<file path="config.mk">
export PLATFORM = sky130hd
export DESIGN_NAME = urx_core
export DESIGN_NICKNAME = d
export VERILOG_FILES = /design/src/core/urx_pkg.sv /design/src/core/urx_core.sv
export VERILOG_INCLUDE_DIRS = /design/src /design/src/core
export SDC_FILE = /design/constraint.sdc
export NUM_CORES = 1
export LEC_CHECK = 0
export ABC_AREA = 1
export ABC_CLOCK_PERIOD_IN_PS = 7000
export BUFFER_PORTS_ARGS = -buffer_cell sky130_fd_sc_hd__buf_2
export CORE_MARGIN = 5
export CORE_UTILIZATION = 25
export DETAILED_ROUTE_END_ITERATION = 7
export HOLD_SLACK_MARGIN = 0.15
export PLACE_DENSITY_LB_ADDON = 0.3
export SYNTH_ARGS = -nofsm -noshare
export SYNTH_HDL_FRONTEND = slang
export SYNTH_SLANG_ARGS = --single-unit
</file>
<file path="constraint.sdc">
create_clock -name core_clk_i -period 7 [get_ports core_clk_i]
set_input_delay 0.7 -clock core_clk_i [delete_from_list [all_inputs] [get_ports core_clk_i]]
set_output_delay 0.7 -clock core_clk_i [all_outputs]
set_load 0.005 [all_outputs]
</file>
<file path="src/core/urx_params.svh">
// register map, bit positions, reset values and timing for the serial receiver
`ifndef URX_PARAMS_SVH
`define URX_PARAMS_SVH

`define URX_OFF_CTRL 32'h0000_0000
`define URX_OFF_DATA 32'h0000_0004
`define URX_OFF_BAUD 32'h0000_0008

`define URX_B_PORT_ENABLE 7
`define URX_B_NINE_BIT_ENABLE 6
`define URX_B_INTERRUPT_FLAG 5
`define URX_B_CONT_RECEIVE_ENABLE 4
`define URX_B_ADDR_DETECT_ENABLE 3
`define URX_B_FRAMING_ERROR_FLAG 2
`define URX_B_OVERRUN_ERROR_FLAG 1
`define URX_B_NINTH 0

`define URX_RST_CTRL_BIT 1'b0
`define URX_RST_LINE 1'b1

`define URX_CLK_HZ 100000000
`define URX_BIT_RATE 115200
`define URX_BAUD_DIV (`URX_CLK_HZ / `URX_BIT_RATE)

`define URX_LAST_BIT8 4'h7
`define URX_LAST_BIT9 4'h8

`define URX_RESP_OKAY 2'b00
`define URX_RESP_SLVERR 2'b10

`endif

</file>
<file path="src/core/urx_pkg.sv">
// types shared by the serial receiver
package urx_pkg;

    typedef struct packed {
        logic frame_bad;
        logic bit9;
        logic [7:0] data;
    } urx_ent_t;

    typedef struct packed {
        logic receive_interrupt_flag;
        logic framing_error_flag;
        logic overrun_error_flag;
        logic received_ninth_bit;
    } urx_status_t;

    typedef enum logic [1:0] {
        URX_REG_CTRL,
        URX_REG_DATA,
        URX_REG_BAUD,
        URX_REG_NONE
    } urx_reg_t;

    typedef enum logic [1:0] {
        URX_RX_IDLE,
        URX_RX_START,
        URX_RX_DATA,
        URX_RX_STOP
    } urx_rx_state_t;

endpackage : urx_pkg

</file>
<file path="src/core/urx_core.sv">
// serial receiver with two-entry fifo, error flags, address detect and axi4-lite registers
//
// The implementer's own choices: the AXI4-Lite slave port and the placing of the registers.
`timescale 1ns/1ps
`include "urx_params.svh"
// Function
// each fifo entry keeps its framing error
// missing stop bit flags framing error
// framing flag read-only, reception continues
// data read pops fifo, flag follows
// port enable low resets unit, clears flag
// receive enable low keeps framing flag
// framing error raises no interrupt alone
// all-bad fifo keeps flag set on reads
// fifo holds at most two characters
// third character into full fifo: overrun
// overrun keeps fifo readable, blocks new
// overrun cleared only by enable clear
// nine-bit mode shifts nine data bits
// ninth bit shows oldest unread character
// software reads flags before data byte
// address detect needs enable plus nine-bit
// address mode keeps only ninth-bit-set characters
// software clears address detect after match
// software re-arms address detect at end
// start low, lsb first, stop high
module urx_core #(
    parameter int ADDR_W = 4,
    parameter int FIFO_DEPTH = 2,
    parameter logic [15:0] BAUD_DIV_RST = 16'(`URX_BAUD_DIV)
) (
    input wire logic core_clk_i,
    input wire logic arst_n_i,
    input wire logic rx_i,
    input wire logic [ADDR_W-1:0] s_axi_awaddr_i,
    input wire logic s_axi_awvalid_i,
    output logic s_axi_awready_o,
    input wire logic [31:0] s_axi_wdata_i,
    input wire logic [3:0] s_axi_wstrb_i,
    input wire logic s_axi_wvalid_i,
    output logic s_axi_wready_o,
    output logic [1:0] s_axi_bresp_o,
    output logic s_axi_bvalid_o,
    input wire logic s_axi_bready_i,
    input wire logic [ADDR_W-1:0] s_axi_araddr_i,
    input wire logic s_axi_arvalid_i,
    output logic s_axi_arready_o,
    output logic [31:0] s_axi_rdata_o,
    output logic [1:0] s_axi_rresp_o,
    output logic s_axi_rvalid_o,
    input wire logic s_axi_rready_i,
    output urx_pkg::urx_status_t rx_status_o
);
    import urx_pkg::*;
    localparam int PTR_W = (FIFO_DEPTH > 1) ? $clog2(FIFO_DEPTH) : 1;
    localparam int CNT_W = $clog2(FIFO_DEPTH + 1);
    function automatic urx_reg_t decode_reg(input logic [ADDR_W-1:0] a);
        logic [31:0] wide;
        wide = 32'(a);
        if (wide == `URX_OFF_CTRL) begin
            return URX_REG_CTRL;
        end else if (wide == `URX_OFF_DATA) begin
            return URX_REG_DATA;
        end else if (wide == `URX_OFF_BAUD) begin
            return URX_REG_BAUD;
        end
        return URX_REG_NONE;
    endfunction : decode_reg
    // reset release and line synchroniser
    logic [1:0] rst_sync_q;
    logic rst_n;
    logic rx_meta_q;
    logic rx_sync_q;
    logic rx_prev_q;

    always_ff @(posedge core_clk_i or negedge arst_n_i) begin
        if (!arst_n_i) begin
            rst_sync_q <= 2'h0;
        end else begin
            rst_sync_q <= {rst_sync_q[0], 1'b1};
        end
    end
    assign rst_n = rst_sync_q[1];
    always_ff @(posedge core_clk_i or negedge rst_n) begin
        if (!rst_n) begin
            rx_meta_q <= `URX_RST_LINE;
            rx_sync_q <= `URX_RST_LINE;
            rx_prev_q <= `URX_RST_LINE;
        end else begin
            rx_meta_q <= rx_i;
            rx_sync_q <= rx_meta_q;
            rx_prev_q <= rx_sync_q;
        end
    end

    // control registers
    logic serial_port_enable_q;
    logic nine_bit_receive_enable_q;
    logic continuous_receive_enable_q;
    logic address_detect_enable_q;
    logic [15:0] baud_q;
    // write channel
    logic aw_hold_q;
    logic [ADDR_W-1:0] awaddr_q;
    logic w_hold_q;
    logic [31:0] wdata_q;
    logic [3:0] wstrb_q;
    logic bvalid_q;
    logic [1:0] bresp_q;
    logic do_wr;
    urx_reg_t wr_sel;
    logic wr_ctrl;
    logic wr_baud_lo;
    logic wr_baud_hi;
    assign s_axi_awready_o = !aw_hold_q && !bvalid_q;
    assign s_axi_wready_o = !w_hold_q && !bvalid_q;
    assign do_wr = aw_hold_q && w_hold_q && !bvalid_q;
    assign wr_sel = decode_reg(awaddr_q);
    assign wr_ctrl = do_wr && wr_sel == URX_REG_CTRL && wstrb_q[0];
    assign wr_baud_lo = do_wr && wr_sel == URX_REG_BAUD && wstrb_q[0];
    assign wr_baud_hi = do_wr && wr_sel == URX_REG_BAUD && wstrb_q[1];
    assign s_axi_bvalid_o = bvalid_q;
    assign s_axi_bresp_o = bresp_q;
    always_ff @(posedge core_clk_i or negedge rst_n) begin
        if (!rst_n) begin
            aw_hold_q <= 1'b0;
            awaddr_q <= '0;
            w_hold_q <= 1'b0;
            wdata_q <= 32'h0;
            wstrb_q <= 4'h0;
        end else begin
            if (s_axi_awvalid_i && s_axi_awready_o) begin
                aw_hold_q <= 1'b1;
                awaddr_q <= s_axi_awaddr_i;
            end else if (do_wr) begin
                aw_hold_q <= 1'b0;
            end
            if (s_axi_wvalid_i && s_axi_wready_o) begin
                w_hold_q <= 1'b1;
                wdata_q <= s_axi_wdata_i;
                wstrb_q <= s_axi_wstrb_i;
            end else if (do_wr) begin
                w_hold_q <= 1'b0;
            end
        end
    end

    always_ff @(posedge core_clk_i or negedge rst_n) begin
        if (!rst_n) begin
            bvalid_q <= 1'b0;
            bresp_q <= `URX_RESP_OKAY;
        end else if (do_wr) begin
            bvalid_q <= 1'b1;
            bresp_q <= (wr_sel == URX_REG_NONE) ? `URX_RESP_SLVERR : `URX_RESP_OKAY;
        end else if (s_axi_bready_i) begin
            bvalid_q <= 1'b0;
        end
    end
    // flags other than the enables are status and ignore writes
    always_ff @(posedge core_clk_i or negedge rst_n) begin
        if (!rst_n) begin
            serial_port_enable_q <= `URX_RST_CTRL_BIT;
            nine_bit_receive_enable_q <= `URX_RST_CTRL_BIT;
            continuous_receive_enable_q <= `URX_RST_CTRL_BIT;
            address_detect_enable_q <= `URX_RST_CTRL_BIT;
        end else if (wr_ctrl) begin
            serial_port_enable_q <= wdata_q[`URX_B_PORT_ENABLE];
            nine_bit_receive_enable_q <= wdata_q[`URX_B_NINE_BIT_ENABLE];
            continuous_receive_enable_q <= wdata_q[`URX_B_CONT_RECEIVE_ENABLE];
            address_detect_enable_q <= wdata_q[`URX_B_ADDR_DETECT_ENABLE];
        end
    end
    always_ff @(posedge core_clk_i or negedge rst_n) begin
        if (!rst_n) begin
            baud_q <= BAUD_DIV_RST;
        end else begin
            if (wr_baud_lo) begin
                baud_q[7:0] <= wdata_q[7:0];
            end
            if (wr_baud_hi) begin
                baud_q[15:8] <= wdata_q[15:8];
            end
        end
    end
    // receiver
    urx_rx_state_t state_q;
    logic [15:0] tick_cnt_q;
    logic [3:0] bit_cnt_q;
    logic [8:0] shift_q;
    logic nine_q;
    logic rx_run;
    logic tick;
    logic done;
    urx_ent_t new_ent;
    assign rx_run = serial_port_enable_q && continuous_receive_enable_q;
    assign tick = tick_cnt_q == 16'h0;
    assign done = state_q == URX_RX_STOP && tick;
    // eight-bit characters end up one place high in the shift register
    assign new_ent.data = nine_q ? shift_q[7:0] : shift_q[8:1];
    assign new_ent.bit9 = nine_q && shift_q[8];
    assign new_ent.frame_bad = !rx_sync_q;
    always_ff @(posedge core_clk_i or negedge rst_n) begin
        if (!rst_n) begin
            state_q <= URX_RX_IDLE;
            tick_cnt_q <= 16'h0;
            bit_cnt_q <= 4'h0;
            shift_q <= 9'h0;
            nine_q <= 1'b0;
        end else if (!rx_run) begin
            state_q <= URX_RX_IDLE;
        end else begin
            unique case (state_q)
                URX_RX_IDLE: begin
                    // edge, not level, so a held-low line does not retrigger
                    if (rx_prev_q && !rx_sync_q) begin
                        state_q <= URX_RX_START;
                        tick_cnt_q <= baud_q >> 1;
                        nine_q <= nine_bit_receive_enable_q;
                    end
                end
                URX_RX_START: begin
                    if (!tick) begin
                        tick_cnt_q <= tick_cnt_q - 16'h1;
                    end else if (!rx_sync_q) begin
                        state_q <= URX_RX_DATA;
                        tick_cnt_q <= baud_q - 16'h1;
                        bit_cnt_q <= 4'h0;
                    end else begin
                        state_q <= URX_RX_IDLE;
                    end
                end
                URX_RX_DATA: begin
                    if (!tick) begin
                        tick_cnt_q <= tick_cnt_q - 16'h1;
                    end else begin
                        shift_q <= {rx_sync_q, shift_q[8:1]};
                        bit_cnt_q <= bit_cnt_q + 4'h1;
                        tick_cnt_q <= baud_q - 16'h1;
                        if (bit_cnt_q == (nine_q ? `URX_LAST_BIT9 : `URX_LAST_BIT8)) begin
                            state_q <= URX_RX_STOP;
                        end
                    end
                end
                URX_RX_STOP: begin
                    if (!tick) begin
                        tick_cnt_q <= tick_cnt_q - 16'h1;
                    end else begin
                        state_q <= URX_RX_IDLE;
                    end
                end
            endcase
        end
    end
    // fifo
    urx_ent_t fifo_q [FIFO_DEPTH];
    logic [PTR_W-1:0] wr_ptr_q;
    logic [PTR_W-1:0] rd_ptr_q;
    logic [CNT_W-1:0] count_q;
    logic overrun_error_flag_q;
    logic empty;
    logic full;
    logic keep;
    logic push;
    logic pop;
    logic ovr_set;
    urx_ent_t head;
    // address filter only works with nine-bit characters
    assign keep = !(address_detect_enable_q && nine_q && !new_ent.bit9);
    assign empty = count_q == '0;
    assign full = count_q == CNT_W'(FIFO_DEPTH);
    assign push = done && keep && !overrun_error_flag_q && (!full || pop);
    assign ovr_set = done && keep && !overrun_error_flag_q && full && !pop;
    assign head = fifo_q[rd_ptr_q];
    always_ff @(posedge core_clk_i) begin
        if (push) begin
            fifo_q[wr_ptr_q] <= new_ent;
        end
    end
    always_ff @(posedge core_clk_i or negedge rst_n) begin
        if (!rst_n) begin
            wr_ptr_q <= '0;
            rd_ptr_q <= '0;
            count_q <= '0;
        end else if (!serial_port_enable_q) begin
            wr_ptr_q <= '0;
            rd_ptr_q <= '0;
            count_q <= '0;
        end else begin
            if (push) begin
                wr_ptr_q <= (wr_ptr_q == PTR_W'(FIFO_DEPTH - 1)) ? '0 : wr_ptr_q + PTR_W'(1);
            end
            if (pop) begin
                rd_ptr_q <= (rd_ptr_q == PTR_W'(FIFO_DEPTH - 1)) ? '0 : rd_ptr_q + PTR_W'(1);
            end
            if (push && !pop) begin
                count_q <= count_q + CNT_W'(1);
            end else if (pop && !push) begin
                count_q <= count_q - CNT_W'(1);
            end
        end
    end
    // the set wins over the clear: the receiver is forced idle only one cycle after either enable goes low
    always_ff @(posedge core_clk_i or negedge rst_n) begin
        if (!rst_n) begin
            overrun_error_flag_q <= 1'b0;
        end else if (ovr_set) begin
            overrun_error_flag_q <= 1'b1;
        end else if (!rx_run) begin
            overrun_error_flag_q <= 1'b0;
        end
    end
    // status seen by software; a framing error never raises the interrupt flag on its own
    assign rx_status_o.receive_interrupt_flag = !empty;
    assign rx_status_o.framing_error_flag = !empty && head.frame_bad;
    assign rx_status_o.overrun_error_flag = overrun_error_flag_q;
    assign rx_status_o.received_ninth_bit = !empty && head.bit9;
    // read channel
    logic rvalid_q;
    logic [31:0] rdata_q;
    logic [1:0] rresp_q;
    logic ar_fire;
    urx_reg_t rd_sel;
    logic [31:0] ctrl_word;
    logic [31:0] rd_word;

    assign s_axi_arready_o = !rvalid_q;
    assign ar_fire = s_axi_arvalid_i && s_axi_arready_o;
    assign rd_sel = decode_reg(s_axi_araddr_i);
    // only a data read advances the fifo; status reads are free of side effects
    assign pop = ar_fire && rd_sel == URX_REG_DATA && !empty;

    always_comb begin
        ctrl_word = 32'h0;
        ctrl_word[`URX_B_PORT_ENABLE] = serial_port_enable_q;
        ctrl_word[`URX_B_NINE_BIT_ENABLE] = nine_bit_receive_enable_q;
        ctrl_word[`URX_B_INTERRUPT_FLAG] = rx_status_o.receive_interrupt_flag;
        ctrl_word[`URX_B_CONT_RECEIVE_ENABLE] = continuous_receive_enable_q;
        ctrl_word[`URX_B_ADDR_DETECT_ENABLE] = address_detect_enable_q;
        ctrl_word[`URX_B_FRAMING_ERROR_FLAG] = rx_status_o.framing_error_flag;
        ctrl_word[`URX_B_OVERRUN_ERROR_FLAG] = rx_status_o.overrun_error_flag;
        ctrl_word[`URX_B_NINTH] = rx_status_o.received_ninth_bit;
    end

    assign rd_word = (rd_sel == URX_REG_CTRL) ? ctrl_word :
                     (rd_sel == URX_REG_DATA) ? {24'h0, empty ? 8'h0 : head.data} :
                     (rd_sel == URX_REG_BAUD) ? {16'h0, baud_q} : 32'h0;

    always_ff @(posedge core_clk_i or negedge rst_n) begin
        if (!rst_n) begin
            rvalid_q <= 1'b0;
            rdata_q <= 32'h0;
            rresp_q <= `URX_RESP_OKAY;
        end else if (ar_fire) begin
            rvalid_q <= 1'b1;
            rdata_q <= rd_word;
            rresp_q <= (rd_sel == URX_REG_NONE) ? `URX_RESP_SLVERR : `URX_RESP_OKAY;
        end else if (s_axi_rready_i) begin
            rvalid_q <= 1'b0;
        end
    end

    assign s_axi_rvalid_o = rvalid_q;
    assign s_axi_rdata_o = rdata_q;
    assign s_axi_rresp_o = rresp_q;

endmodule : urx_core

</file>
# After elaboration in Yosys (flattened, before gate mapping)
# Memories as Yosys holds them, arrays and structs flattened.
# Cells that the tools add are included.
dict set report word_totals {
  memories 1
  regBits 124
  out_inout_bits 45
  ramBits 20
  input_bits 52
}
dict set report classes {
  n_eq_ne 29
  addsub 7
  reduce_logical 59
  mux 60
}
# memory depth width rd rd_clocked_by_memory_dff wr line_no
set memory_table {}
lappend memory_table {fifo_q 2 10 1 0 1 urx_core.sv:255} ;# urx_ent_t fifo_q [FIFO_DEPTH];
# op n
set op_table {}
lappend op_table {{two-way mux 16 bit} 8}
lappend op_table {{one-hot mux 16 bit (4 select lines)} 1}
lappend op_table {{two-way mux 2 bit} 20}
lappend op_table {{subtractor 16 x 1 -> 16 bit, second input constant} 2}
lappend op_table {{logical AND 1 bit} 29}
lappend op_table {{two-way mux 1 bit} 23}
lappend op_table {{!= test 3 bit, second input constant} 6}
lappend op_table {{logical NOT 16 bit} 1}
lappend op_table {{two-way mux 4 bit} 4}
lappend op_table {{two-way mux 8 bit} 2}
lappend op_table {{== test 2 bit, second input constant} 7}
lappend op_table {{logical NOT 1 bit} 12}
lappend op_table {{!= test 2 bit, second input constant} 5}
lappend op_table {{AND reduction 5 bit} 2}
lappend op_table {{nonzero test 2 bit} 5}
lappend op_table {{== test 4 x 3 -> 1 bit, second input constant} 2}
lappend op_table {{== test 4 bit, second input constant} 2}
lappend op_table {{logical NOT 2 bit} 4}
lappend op_table {{logical NOT 4 bit} 2}
lappend op_table {{one-hot mux 2 bit (4 select lines)} 1}
lappend op_table {{one-hot mux 4 bit (2 select lines)} 1}
lappend op_table {{!= test 2 x 1 -> 1 bit, second input constant} 3}
lappend op_table {{AND reduction 3 bit} 2}
lappend op_table {{adder 4 x 1 -> 4 bit, second input constant} 1}
lappend op_table {{8 further kinds} 10}

# Longest topological paths before layout
# Gate-level depths: netlist of run 1.
dict set report depth {
  ltp_word 15
  depth_mapped 12
  ltp_nobuf 12
}

# Worst setup path after synthesis of run 1
# OpenSTA, ideal clock, no wires.
dict set report synth_timing {
  path_kind {input -> register}
  from {input s_axi_araddr_i[1]}
  to {memory fifo_q[1][0] (netlist name) (enable)}
  stages 7
  setup_ns 0.376
  t_required_ns 6.624
  arrival_ns 1.966
  path_slack_ns 4.658
  path_cell_list {nor2_1 nand2_1 nor3_4 nand2_2 nand3_1 nand3_1 nor2_1}
}
dict set report synth_via {
  elab_chain_len 12
}
# element line_no
set synth_lines {}
lappend synth_lines {{start, declared} urx_core.sv:45} ;# input wire logic [ADDR_W-1:0] s_axi_araddr_i,
lappend synth_lines {{== test 4 bit (no line)} n/a}
lappend synth_lines {{two-way mux 1 bit} urx_core.sv:64} ;# end else if (wide == `URX_OFF_BAUD) begin
lappend synth_lines {{two-way mux 1 bit} urx_core.sv:62} ;# end else if (wide == `URX_OFF_DATA) begin
lappend synth_lines {{two-way mux 1 bit} urx_core.sv:60} ;# if (wide == `URX_OFF_CTRL) begin
lappend synth_lines {{two-way mux 2 bit (*)} urx_core.sv:67} ;# return URX_REG_NONE;
lappend synth_lines {{== test 2 x 1 -> 1 bit (*)} urx_core.sv:330} ;# assign pop = ar_fire && rd_sel == URX_REG_DATA && !empty;
lappend synth_lines {{logical AND 1 bit (*) (2 in series)} urx_core.sv:330}
lappend synth_lines {{logical OR 1 bit (*)} urx_core.sv:271} ;# assign push = done && keep && !overrun_error_flag_q && (!full || pop);
lappend synth_lines {{logical AND 1 bit (*)} urx_core.sv:271}
lappend synth_lines {{two-way mux 1 bit (*)} urx_core.sv:275} ;# if (push) begin
lappend synth_lines {{two-way mux 1 bit (implied by the code) (*)} urx_core.sv:276} ;# fifo_q[wr_ptr_q] <= new_ent;
lappend synth_lines {{end, declared} urx_core.sv:255}
# Mark *: on every way between the ends. The rest lies on a longest branch, timed or not.

# Worst setup path in the final report of run 1
dict set report layout_timing {
  from {register rvalid_q, in the netlist s_axi_rvalid_o}
  to {memory fifo_q[0][2] (netlist name) (enable)}
}
dict set report layout_via {
  elab_chain_len 8
}
# element line_no
set layout_lines {}
lappend layout_lines {{start, declared} urx_core.sv:318} ;# logic rvalid_q;
lappend layout_lines {{start signal, assigned} urx_core.sv:350} ;# rvalid_q <= 1'b0;
lappend layout_lines {{start signal, assigned} urx_core.sv:354} ;# rvalid_q <= 1'b1;
lappend layout_lines {{start signal, assigned} urx_core.sv:358} ;# rvalid_q <= 1'b0;
lappend layout_lines {{logical NOT 1 bit} urx_core.sv:326} ;# assign s_axi_arready_o = !rvalid_q;
lappend layout_lines {{logical AND 1 bit} urx_core.sv:327} ;# assign ar_fire = s_axi_arvalid_i && s_axi_arready_o;
lappend layout_lines {{logical AND 1 bit (2 in series)} urx_core.sv:330}
lappend layout_lines {{logical OR 1 bit} urx_core.sv:271}
lappend layout_lines {{logical AND 1 bit} urx_core.sv:271}
lappend layout_lines {{two-way mux 1 bit} urx_core.sv:275}
lappend layout_lines {{two-way mux 1 bit (implied by the code)} urx_core.sv:276}
# No other way between the ends.

==> metrics.txt, run 1 <==
status finished clean; CTS tree done; CTS H-tree depth 4; Slew Viols, Final 0; Synth area leader dfrtp_1; area fraction of the dominant cell type after synthesis approximately 36%; RSZ-0062 raised after global routing no; Synth Area in Compound Gates a little over a tenth; most frequent cells in the layout nand2_1 (240), dfrtp_1 (97), inv_1 (84); DRC Markers 0; Worst-path clk slew 60 ps; PD cells between 400 and 500 nW/um^2; Crit. End Element flip-flop; flop-to-flop setup slack between 4000 and 5000 ps; metal2 WL roughly 7800 um; Synth Flop Type dfrtp_1; Final Hold Viols 0; register bit total from synthesis roughly 130; static leakage around 3.8 nW; Worst EP arrival 2710 ps; utilization after layout 29.8%; post-synthesis xor/xnor area fraction roughly 1.7%; vias 5503; die height 176 um; Final TNS setup 0 ps; top post-synthesis cells by area dfrtp_1 (36%), nand2_1 (13%), edfxtp_1 (8.8%); post-synthesis simple-gate area fraction a little over a quarter; # setup viols final 0; # resized after CTS 0; YS warnings 0; maxcap violations 0; antenna viol nets, final 0; Final Hold Slack between 300 and 400 ps; largest family of logic cells by synthesized area simple AND/OR/NAND/NOR gates; pre-CTS WS 3910 ps; most common cell after layout, fill and taps aside nand2_1; wire length on met3 approximately 1000 um; vias in the first global route roughly 5300; crit path max fanout 27; Final period util between 30% and 40%; CTS buffer count 17; Hold-fix buffers, CTS 1; mapped cell area 6850 um^2; clk_lat worst skew about 420 ps; Worst Hold Class flip-flop to flip-flop; IO buf count 60; CTS root buffer clkbuf_16; Worst Max-Slew Pin Slew roughly 930 ps; Iter 0 DRT Violations roughly 380; CTS max path bufs 2; mean area per synthesized cell 8.22 um^2; Antenna Cells 0; chip width between 150 and 200 um; first-pass GRT wire length 29500 um; Gate Count Post-Synth roughly 830; full die area approximately 31000 um^2; dpl hpwl 13300 um; initial antenna violation count 1; layout cells sized above 1 a little under a fifth; Num Clock Sinks approximately 130; final worst slack between 4000 and 5000 ps; metal1 wirelength 9140 um; core area around 27000 um^2; Ports 97; largest net degree at the start of global routing 56; Seq/Total Area, Yosys a little under half; Starting Density 25.4%; Max-Slew Margin vs Limit around 38%; # nets final 954; fin crit period approximately 2700 ps; GRT Total Usage between 10% and 20%; global route overflow 0; Highest Signal Layer met5; RD Place Congestion a little under 0.9; WS Path Type flip-flop to flip-flop; Routed WL 18300 um; ys async rst share between 80% and 90%; Fmax between 0.3 and 0.4 GHz; Startpoint Class flip-flop; Final Cell Area ~8000 um^2; post-DR wirelength/cell about 15 um; Rows 60; maximum VDD drop 187 uV; post-synthesis mux area share 2.47%; TritonRoute pass-1 iters 5; area grow syn2layout 17.2%; number of synthesized flops with an enable pin 20; count of different cell masters after synthesis 44; clock skew 10.6 ps; adder-cell share of the synthesized area 1.46%; Via density approximately 4.4; Req. time, crit path 7040 ps; DP Area 7410 um^2; post-CTS setup buffers 0
## synth_stat cells, drive strengths merged (3+ instances only)
cell type,count
o211ai,12
mux2,15
ha,8
nand4,8
nor3,8
nand2,247
a21oi,37
o21ai,57
inv,89
edfxtp,20
nand3,59
xor2,10
nor2,84
xnor2,3
buf,29
dfstp,8
or2,11
clkbuf,9
o31ai,8
dfrtp,98
## routing by layer
| layer | vias up | GRT usage, % |
|---|---|---|
| li1 | 2793 | - |
| met1 | 2533 | 17.2 |
| met2 | 148 | 18.0 |
| met3 | 27 | 3.29 |
| met4 | 2 | 3.93 |
| met5 | - | 0 |
## area by class of cell
type / instances / area [um^2]
fill: 2879 / 18900
sequential: 126 / 3270
inverter: 90 / 340
clock inverter: 11 / 129
multi-input combinational: 597 / 3070
clock buffer: 21 / 482
tap: 341 / 427
timing repair buffer: 62 / 318
## report_power, final
group / internal [mW] / total (mW) / switching (mW)
sequential: 0.916 / 1.08 / 0.163
combinational: 0.468 / 1.44 / 0.969
clock: 0.568 / 0.914 / 0.346
total: 1.95 / 3.43 / 1.48
## state kept, by name, summed over array words and instances, names as in the netlist, 2 cells and up
signal,cells
awaddr_q,4
baud_q,16
bit_cnt_q,4
count_q,2
fifo_q,20
rst_sync_q,2
s_axi_rdata_o,16
shift_q,9
state_q,2
tick_cnt_q,16
wdata_q,16
wstrb_q,2
## critical path, cell delays in order, from the launching register on
cell      delay [ps]
dfrtp_1          370
inv_1             90
nand2_2          350
clkinv_1         340
nand2_2          120
nand3_1          150
nand3_1          120
nor2_1           740
## path summary, 6_finish.rpt
| path | startpoint | endpoint | cells after the start |
|---|---|---|---|
| max in group asynchronous | rst_sync_q[1] | tick_cnt_q[12] | 1 |
| worst min-delay path | rx_meta_q | rx_sync_q | 0 |
| worst max register to register | s_axi_rvalid_o | fifo_q[0][2] | 7 |
| worst min register to register | rx_meta_q | rx_sync_q | 0 |
| worst max-delay path | s_axi_rvalid_o | fifo_q[0][2] | 7 |
| min in group asynchronous | rst_sync_q[1] | shift_q[1] | 0 |
## cells by family after synthesis
logic type,Yosys count
AO/OA/AOI/OAI,123
XOR/XNOR,13
adder cells (fa/ha/maj),8
buffers and inverters,128
flip-flops,126
multiplexers,15
other,2
AND/OR/NAND/NOR,419
## per-stage QoR
stage	std cells	total power, mW
floorplan	851	2.12
global placement	1215	2.51
detailed placement	1215	2.52
CTS	1248	3.45
global route	1248	3.67
finish	1248	3.43
Note: power is estimated with default switching activity, not from simulation.
==> run 2, diff against run 1 <==
ABC_AREA = 0   (was 1)
ABC_CLOCK_PERIOD_IN_PS = 2700   (was 7000)
clock period = 2.7 ns   (was 7 ns; I/O delays follow)
==> run 2 against run 1 <==
Final cell count down 14%. Global-route usage down 0.41 points. Via count down 11%. Sequential cell count unchanged. Clock power rose to 2.5 times the previous value. Critical path type unchanged. Critical path depth up 2. Power up 120%. Register-to-register slack worse by 4200 ps.
==> metrics.txt, run 2 <==
CTS max path bufs 2; top-count cell post-synth dfrtp_1; register bit total from synthesis approximately 130; clock skew around 8.9 ps; Ports 97; Via density around 4.6; RD Place Congestion around 0.76; Crit. End Element flip-flop; die height roughly 170 um; Fmax 0.393 GHz; largest reg by FF count fifo_q; vias in the first global route 4833; area fraction of the dominant cell type after synthesis around two fifths; RSZ-0062 raised after global routing no; Cells after DPL a little over 1000; dpl hpwl 12000 um; area grow syn2layout 27.7%; maximum VDD drop around 430 uV; Critical R2R Capture state_q[1]; Iter 0 DRT Violations roughly 270; Worst EP arrival between 2000 and 3000 ps; Gate Count Post-Synth ~600; top post-synthesis cells by area dfrtp_1 (38%), edfxtp_1 (9.3%), mux2_2 (8.8%); vias 4923; # nets final 788; Synth area leader dfrtp_1; static leakage between 3 and 4 nW; most common cell after layout, fill and taps aside dfrtp_1; Max-Slew Margin vs Limit slightly above 40%; status finished clean; mapped cell area ~6400 um^2; Num Clock Sinks around 130; CTS H-tree depth 4; ys async rst share between 80% and 90%; TritonRoute pass-1 iters 4; Final period util 94.3%; post-DR wirelength/cell around 16 um; number of synthesized flops with an enable pin 20; full die area just under 30000 um^2; Largest register FFs 20; IO buf count 60; YS warnings 0; DRC Markers 0; antenna viol nets, final 0; Req. time, crit path just over 3000 ps; Worst Hold Class input port to asynchronous set/reset pin; largest net degree at the start of global routing 50; Routed WL roughly 17000 um; GRT Total Usage 11.7%; Slew Viols, Final 0; Rows slightly below 60; R2R cell count 9; Final Cell Area 8210 um^2; CTS tree done; mean area per synthesized cell 10.6 um^2; total power draw ~7.5 mW; Startpoint Class flip-flop; first-pass GRT wire length about 27000 um; layout cells sized above 1 about 28%; Worst-path clk slew 60 ps; Synth Flop Type dfrtp_1; chip width about 170 um; CTS root buffer clkbuf_16; non-filler cells, final 1071; fill count 2627; maxcap violations 0; post-CTS setup buffers 0; Final TNS setup 0 ps; Worst Max-Slew Pin Slew slightly below 900 ps; core area 25300 um^2; Final Hold Viols 0; fin crit period between 2000 and 3000 ps; CTS buffer count 17; clk_lat worst skew 420 ps; Seq/Total Area, Yosys about half; # setup viols final 0; flop-to-flop setup slack 150 ps; DP Area 7340 um^2; global route overflow 0; Antenna Cells 0; WS Path Type flip-flop to flip-flop; initial antenna violation count 0; count of different cell masters after synthesis 62; crit path max fanout 10; Starting Density roughly a quarter; worst r2r src tick_cnt_q[0]; synth cell count leaders dfrtp_1 (98), nand2_1 (68), mux2_2 (50); most frequent cells in the layout dfrtp_1 (97), nand2_1 (68), buf_2 (60); PD cells 914 nW/um^2
## run 2: cell types whose count changed after synthesis, moves of 9 or more
| cell | previous run | this run |
|---|---|---|
| nand2_1 | 240 | 68 |
| inv_1 | 84 | 16 |
| nor2_1 | 72 | 29 |
| nand3_1 | 56 | 14 |
| mux2_2 | 15 | 50 |
| a21oi_1 | 37 | 20 |
| nor3_1 | 6 | 18 |
| a22o_1 | 0 | 11 |
| mux2i_1 | 0 | 11 |
| o22ai_1 | 1 | 12 |
| xnor2_1 | 3 | 14 |
| clkbuf_1 | 9 | 19 |
| or3_1 | 0 | 9 |
## run 2: cell type report
| type | instances | area (um^2) | area share, % |
|---|---|---|---|
| timing repair buffer | 130 | 943 | 11.5 |
| multi-input combinational | 437 | 2930 | 35.7 |
| sequential | 126 | 3270 | 39.8 |
| tap | 330 | 413 | 5.03 |
| inverter | 16 | 60.1 | 0.731 |
| clock buffer | 19 | 475 | 5.79 |
| clock inverter | 13 | 124 | 1.51 |
## run 2: where the power goes
part	internal [mW]	leakage, nW	total, mW	switching [mW]
clock network	1.39	0.289	2.32	0.925
logic	1.21	1.78	2.51	1.29
registers	2.31	1.60	2.68	0.374
## run 2: kinds of logic after synthesis
kind of cell / Yosys count / synth area share [%]
other: 2 / 0.117
AND/OR/NAND/NOR: 200 / 16.1
buffers and inverters: 61 / 4.90
multiplexers: 61 / 10.5
AO/OA/AOI/OAI: 123 / 12.6
flip-flops: 126 / 50.7
adder cells (fa/ha/maj): 8 / 1.56
XOR/XNOR: 26 / 3.54
## run 2: worst max path at each step
stage             startpoint            to  slack, ps
6_report       tick_cnt_q[0]    state_q[1]        150
5_1_grt        tick_cnt_q[0]    state_q[1]         20
4_1_cts        tick_cnt_q[0]    state_q[1]        160
3_5_place_dp   tick_cnt_q[0]    state_q[1]        180
3_3_place_gp   tick_cnt_q[0]  fifo_q[1][0]        190
2_1_floorplan  tick_cnt_q[3]  fifo_q[0][0]         20
## run 2: repair_timing
action | in CTS | in global routing
hold endpoints to repair | 28 | 0
hold buffers | 27 | 0
endpoints found under the setup margin | 0 | 1
resized for setup | 0 | 1
## run 2: critical path: stages, from the launching register on
cell,delay (ps)
dfrtp_1,410
inv_1,110
ha_1,150
or4b_1,450
or4_4,520
buf_4,220
a21oi_4,140
a2bb2oi_2,190
nand4_1,140
a21oi_2,150
## run 2: per-layer routing
layer	track usage [%]	wire length, um
met2	18.1	7550
met3	2.37	1010
met1	16.6	7980
met5	0	0
met4	3.40	238
## run 2: metrics by stage
stage | hold slack [ps] | util (%) | worst slack, ps
floorplan | -25.6 | - | 22.9
global placement | 56.3 | 29.1 | 189
detailed placement | 58.2 | 29.1 | 177
CTS | 152 | 32.5 | 159
global route | 157 | 32.5 | 15.4
finish | 166 | 32.5 | 155
==> run 3, diff against run 2 <==
SETUP_SLACK_MARGIN = 0.4   (was unset)
==> run 3 against run 2 <==
Die area stayed put. Highest routed layer unchanged. Final area grew 5.8%. Largest cell class unchanged. Setup slack better by 81 ps. Register-to-register slack improved by 80 ps. Sequential share of layout area fell by 2.2 points.
==> metrics.txt, run 3 (synthesis results as in run 2) <==
Fmax ~0.41 GHz; Antenna Cells 0; vias in the first global route approximately 5000; area grow syn2layout 35.1%; PD cells approximately 920 nW/um^2; utilization after layout roughly a third; initial antenna violation count 0; Req. time, crit path ~3100 ps; sequential power share between 30% and 40%; pre-CTS WS a little over 50 ps; global route overflow 0; Clock Power Share between 20% and 30%; GRT Total Usage between 10% and 20%; most common cell after layout, fill and taps aside dfrtp_1; largest reg by FF count fifo_q; Ports 97; die height between 150 and 200 um; Power Internal about 5.3 mW; clock skew roughly 6.5 ps; post-DR wirelength/cell around 16 um; met1 usage between 15 and 20%; Slew Viols, Final 0; GR peak layer met2; DRC Markers 0; non-filler cells, final about 1100; RSZ-0062 raised after global routing yes; fin crit period around 2500 ps; core area ~25000 um^2; crit path max fanout 8; RD Place Congestion approximately 0.77; Starting Density 25.5%; Cells after DPL 1006; Rows 58; Final Hold Viols 0; Worst Hold Class input port to flip-flop; clk_lat worst skew 420 ps; Iter 0 DRT Violations 330; Sw Pwr roughly 2.7 mW; maxcap violations 0; Max-Slew Margin vs Limit between 40% and 50%; # setup viols final 0; CTS root buffer clkbuf_16; Worst-path clk slew 60 ps; WS Path Type flip-flop to flip-flop; M2 GR Usage 17.9%; Worst Max-Slew Pin Slew 862 ps; Sw Ratio between 30% and 40%; total power draw 8.02 mW; Crit. End Element flip-flop; CTS max path bufs 2; Num Clock Sinks ~130; # nets final between 800 and 900; status finished clean; final worst slack around 240 ps; flop-to-flop setup slack 240 ps; Via density about 4.6; TritonRoute pass-1 iters 5; Routed WL approximately 17000 um; maximum VDD drop ~440 uV; Worst EP arrival 2810 ps; Final TNS setup 0 ps; full die area about 29000 um^2; most frequent cells in the layout dfrtp_1 (96), nand2_1 (67), buf_2 (60); dpl hpwl about 12000 um; Final Cell Area between 8000 and 9000 um^2; Final period util between 90% and 100%; chip width 170 um; largest net degree at the start of global routing 80; DP Area between 7000 and 8000 um^2; vias between 5000 and 6000; Final Hold Slack around 230 ps; CTS H-tree depth 4; static leakage around 3.9 nW; CTS tree done; CTS buffer count 17; GR Util met3 2.67%; Largest register FFs 20; Gate power share 36.8%; antenna viol nets, final 0; IO buf count 60; Startpoint Class flip-flop; first-pass GRT wire length between 20000 and 30000 um; layout cells sized above 1 about 36%
## run 3: changes by cell type in the layout (fill, tap and decap cells not counted), moves of 4 or more
cell | previous run | this run
buf_6 | 0 | 13
nor2_2 | 0 | 5
nor2_1 | 29 | 24
o22ai_2 | 0 | 4
nor3b_1 | 6 | 2
buf_4 | 39 | 53
o21ai_1 | 0 | 11
o21ai_0 | 37 | 25
o22ai_1 | 12 | 8
a21oi_1 | 19 | 15
nor3_2 | 0 | 4
nor3_1 | 18 | 14
## run 3: area by class of cell
cell class | instances | area, um^2
Multi-Input combinational cell | 438 | 3190
Clock inverter | 11 | 126
Sequential cell | 126 | 3270
Timing Repair Buffer | 155 | 1140
Fill cell | 2556 | 16600
Clock buffer | 21 | 482
Inverter | 16 | 60.1
Tap cell | 330 | 413
## run 3: per-layer routing
layer | wire, um | vias up
met3 | 862 | 23
met1 | 8550 | 2455
met2 | 7610 | 137
met5 | 0 | -
li1 | - | 2457
met4 | 369 | 0
## run 3: worst max-delay path, stage by stage, from the launching register on
cell      delay [ps]
dfrtp_1          410
inv_2            100
ha_4             130
or4b_4           460
buf_6            150
nor4_4           350
buf_4            190
buf_6            130
mux2i_1          230
a211oi_2          90
o21ai_1          150
## run 3: power groups by stage
stage          Combinational [mW]  Sequential (mW)  Clock (mW)
6_report                     2.96             2.70        2.37
5_1_grt                      3.22             2.76        2.50
4_1_cts                      2.54             2.69        2.42
3_5_place_dp                 2.43             2.72           0
3_3_place_gp                 2.40             2.72           0
2_1_floorplan                1.77             2.59           0
## run 3: final timing paths
path / to / cells past startpoint / startpoint
setup reg to reg: tick_cnt_q[8] / 10 / tick_cnt_q[0]
setup / recovery: tick_cnt_q[8] / 10 / tick_cnt_q[0]
min in group asynchronous: shift_q[4] / 0 / rst_sync_q[1]
hold reg to reg: shift_q[4] / 0 / rst_sync_q[1]
max in group asynchronous: baud_q[9] / 1 / rst_sync_q[1]
hold / removal: s_axi_rresp_o[1] / 3 / s_axi_araddr_i[0]
## run 3: repair_timing
action                                  in CTS  in global routing
setup buffers                               15                 13
hold buffers                                28                  0
hold endpoints to repair                    28                  0
pin swaps                                    9                 24
endpoints found under the setup margin      49                 54
cloned                                       1                  2
resized for setup                           10                 56
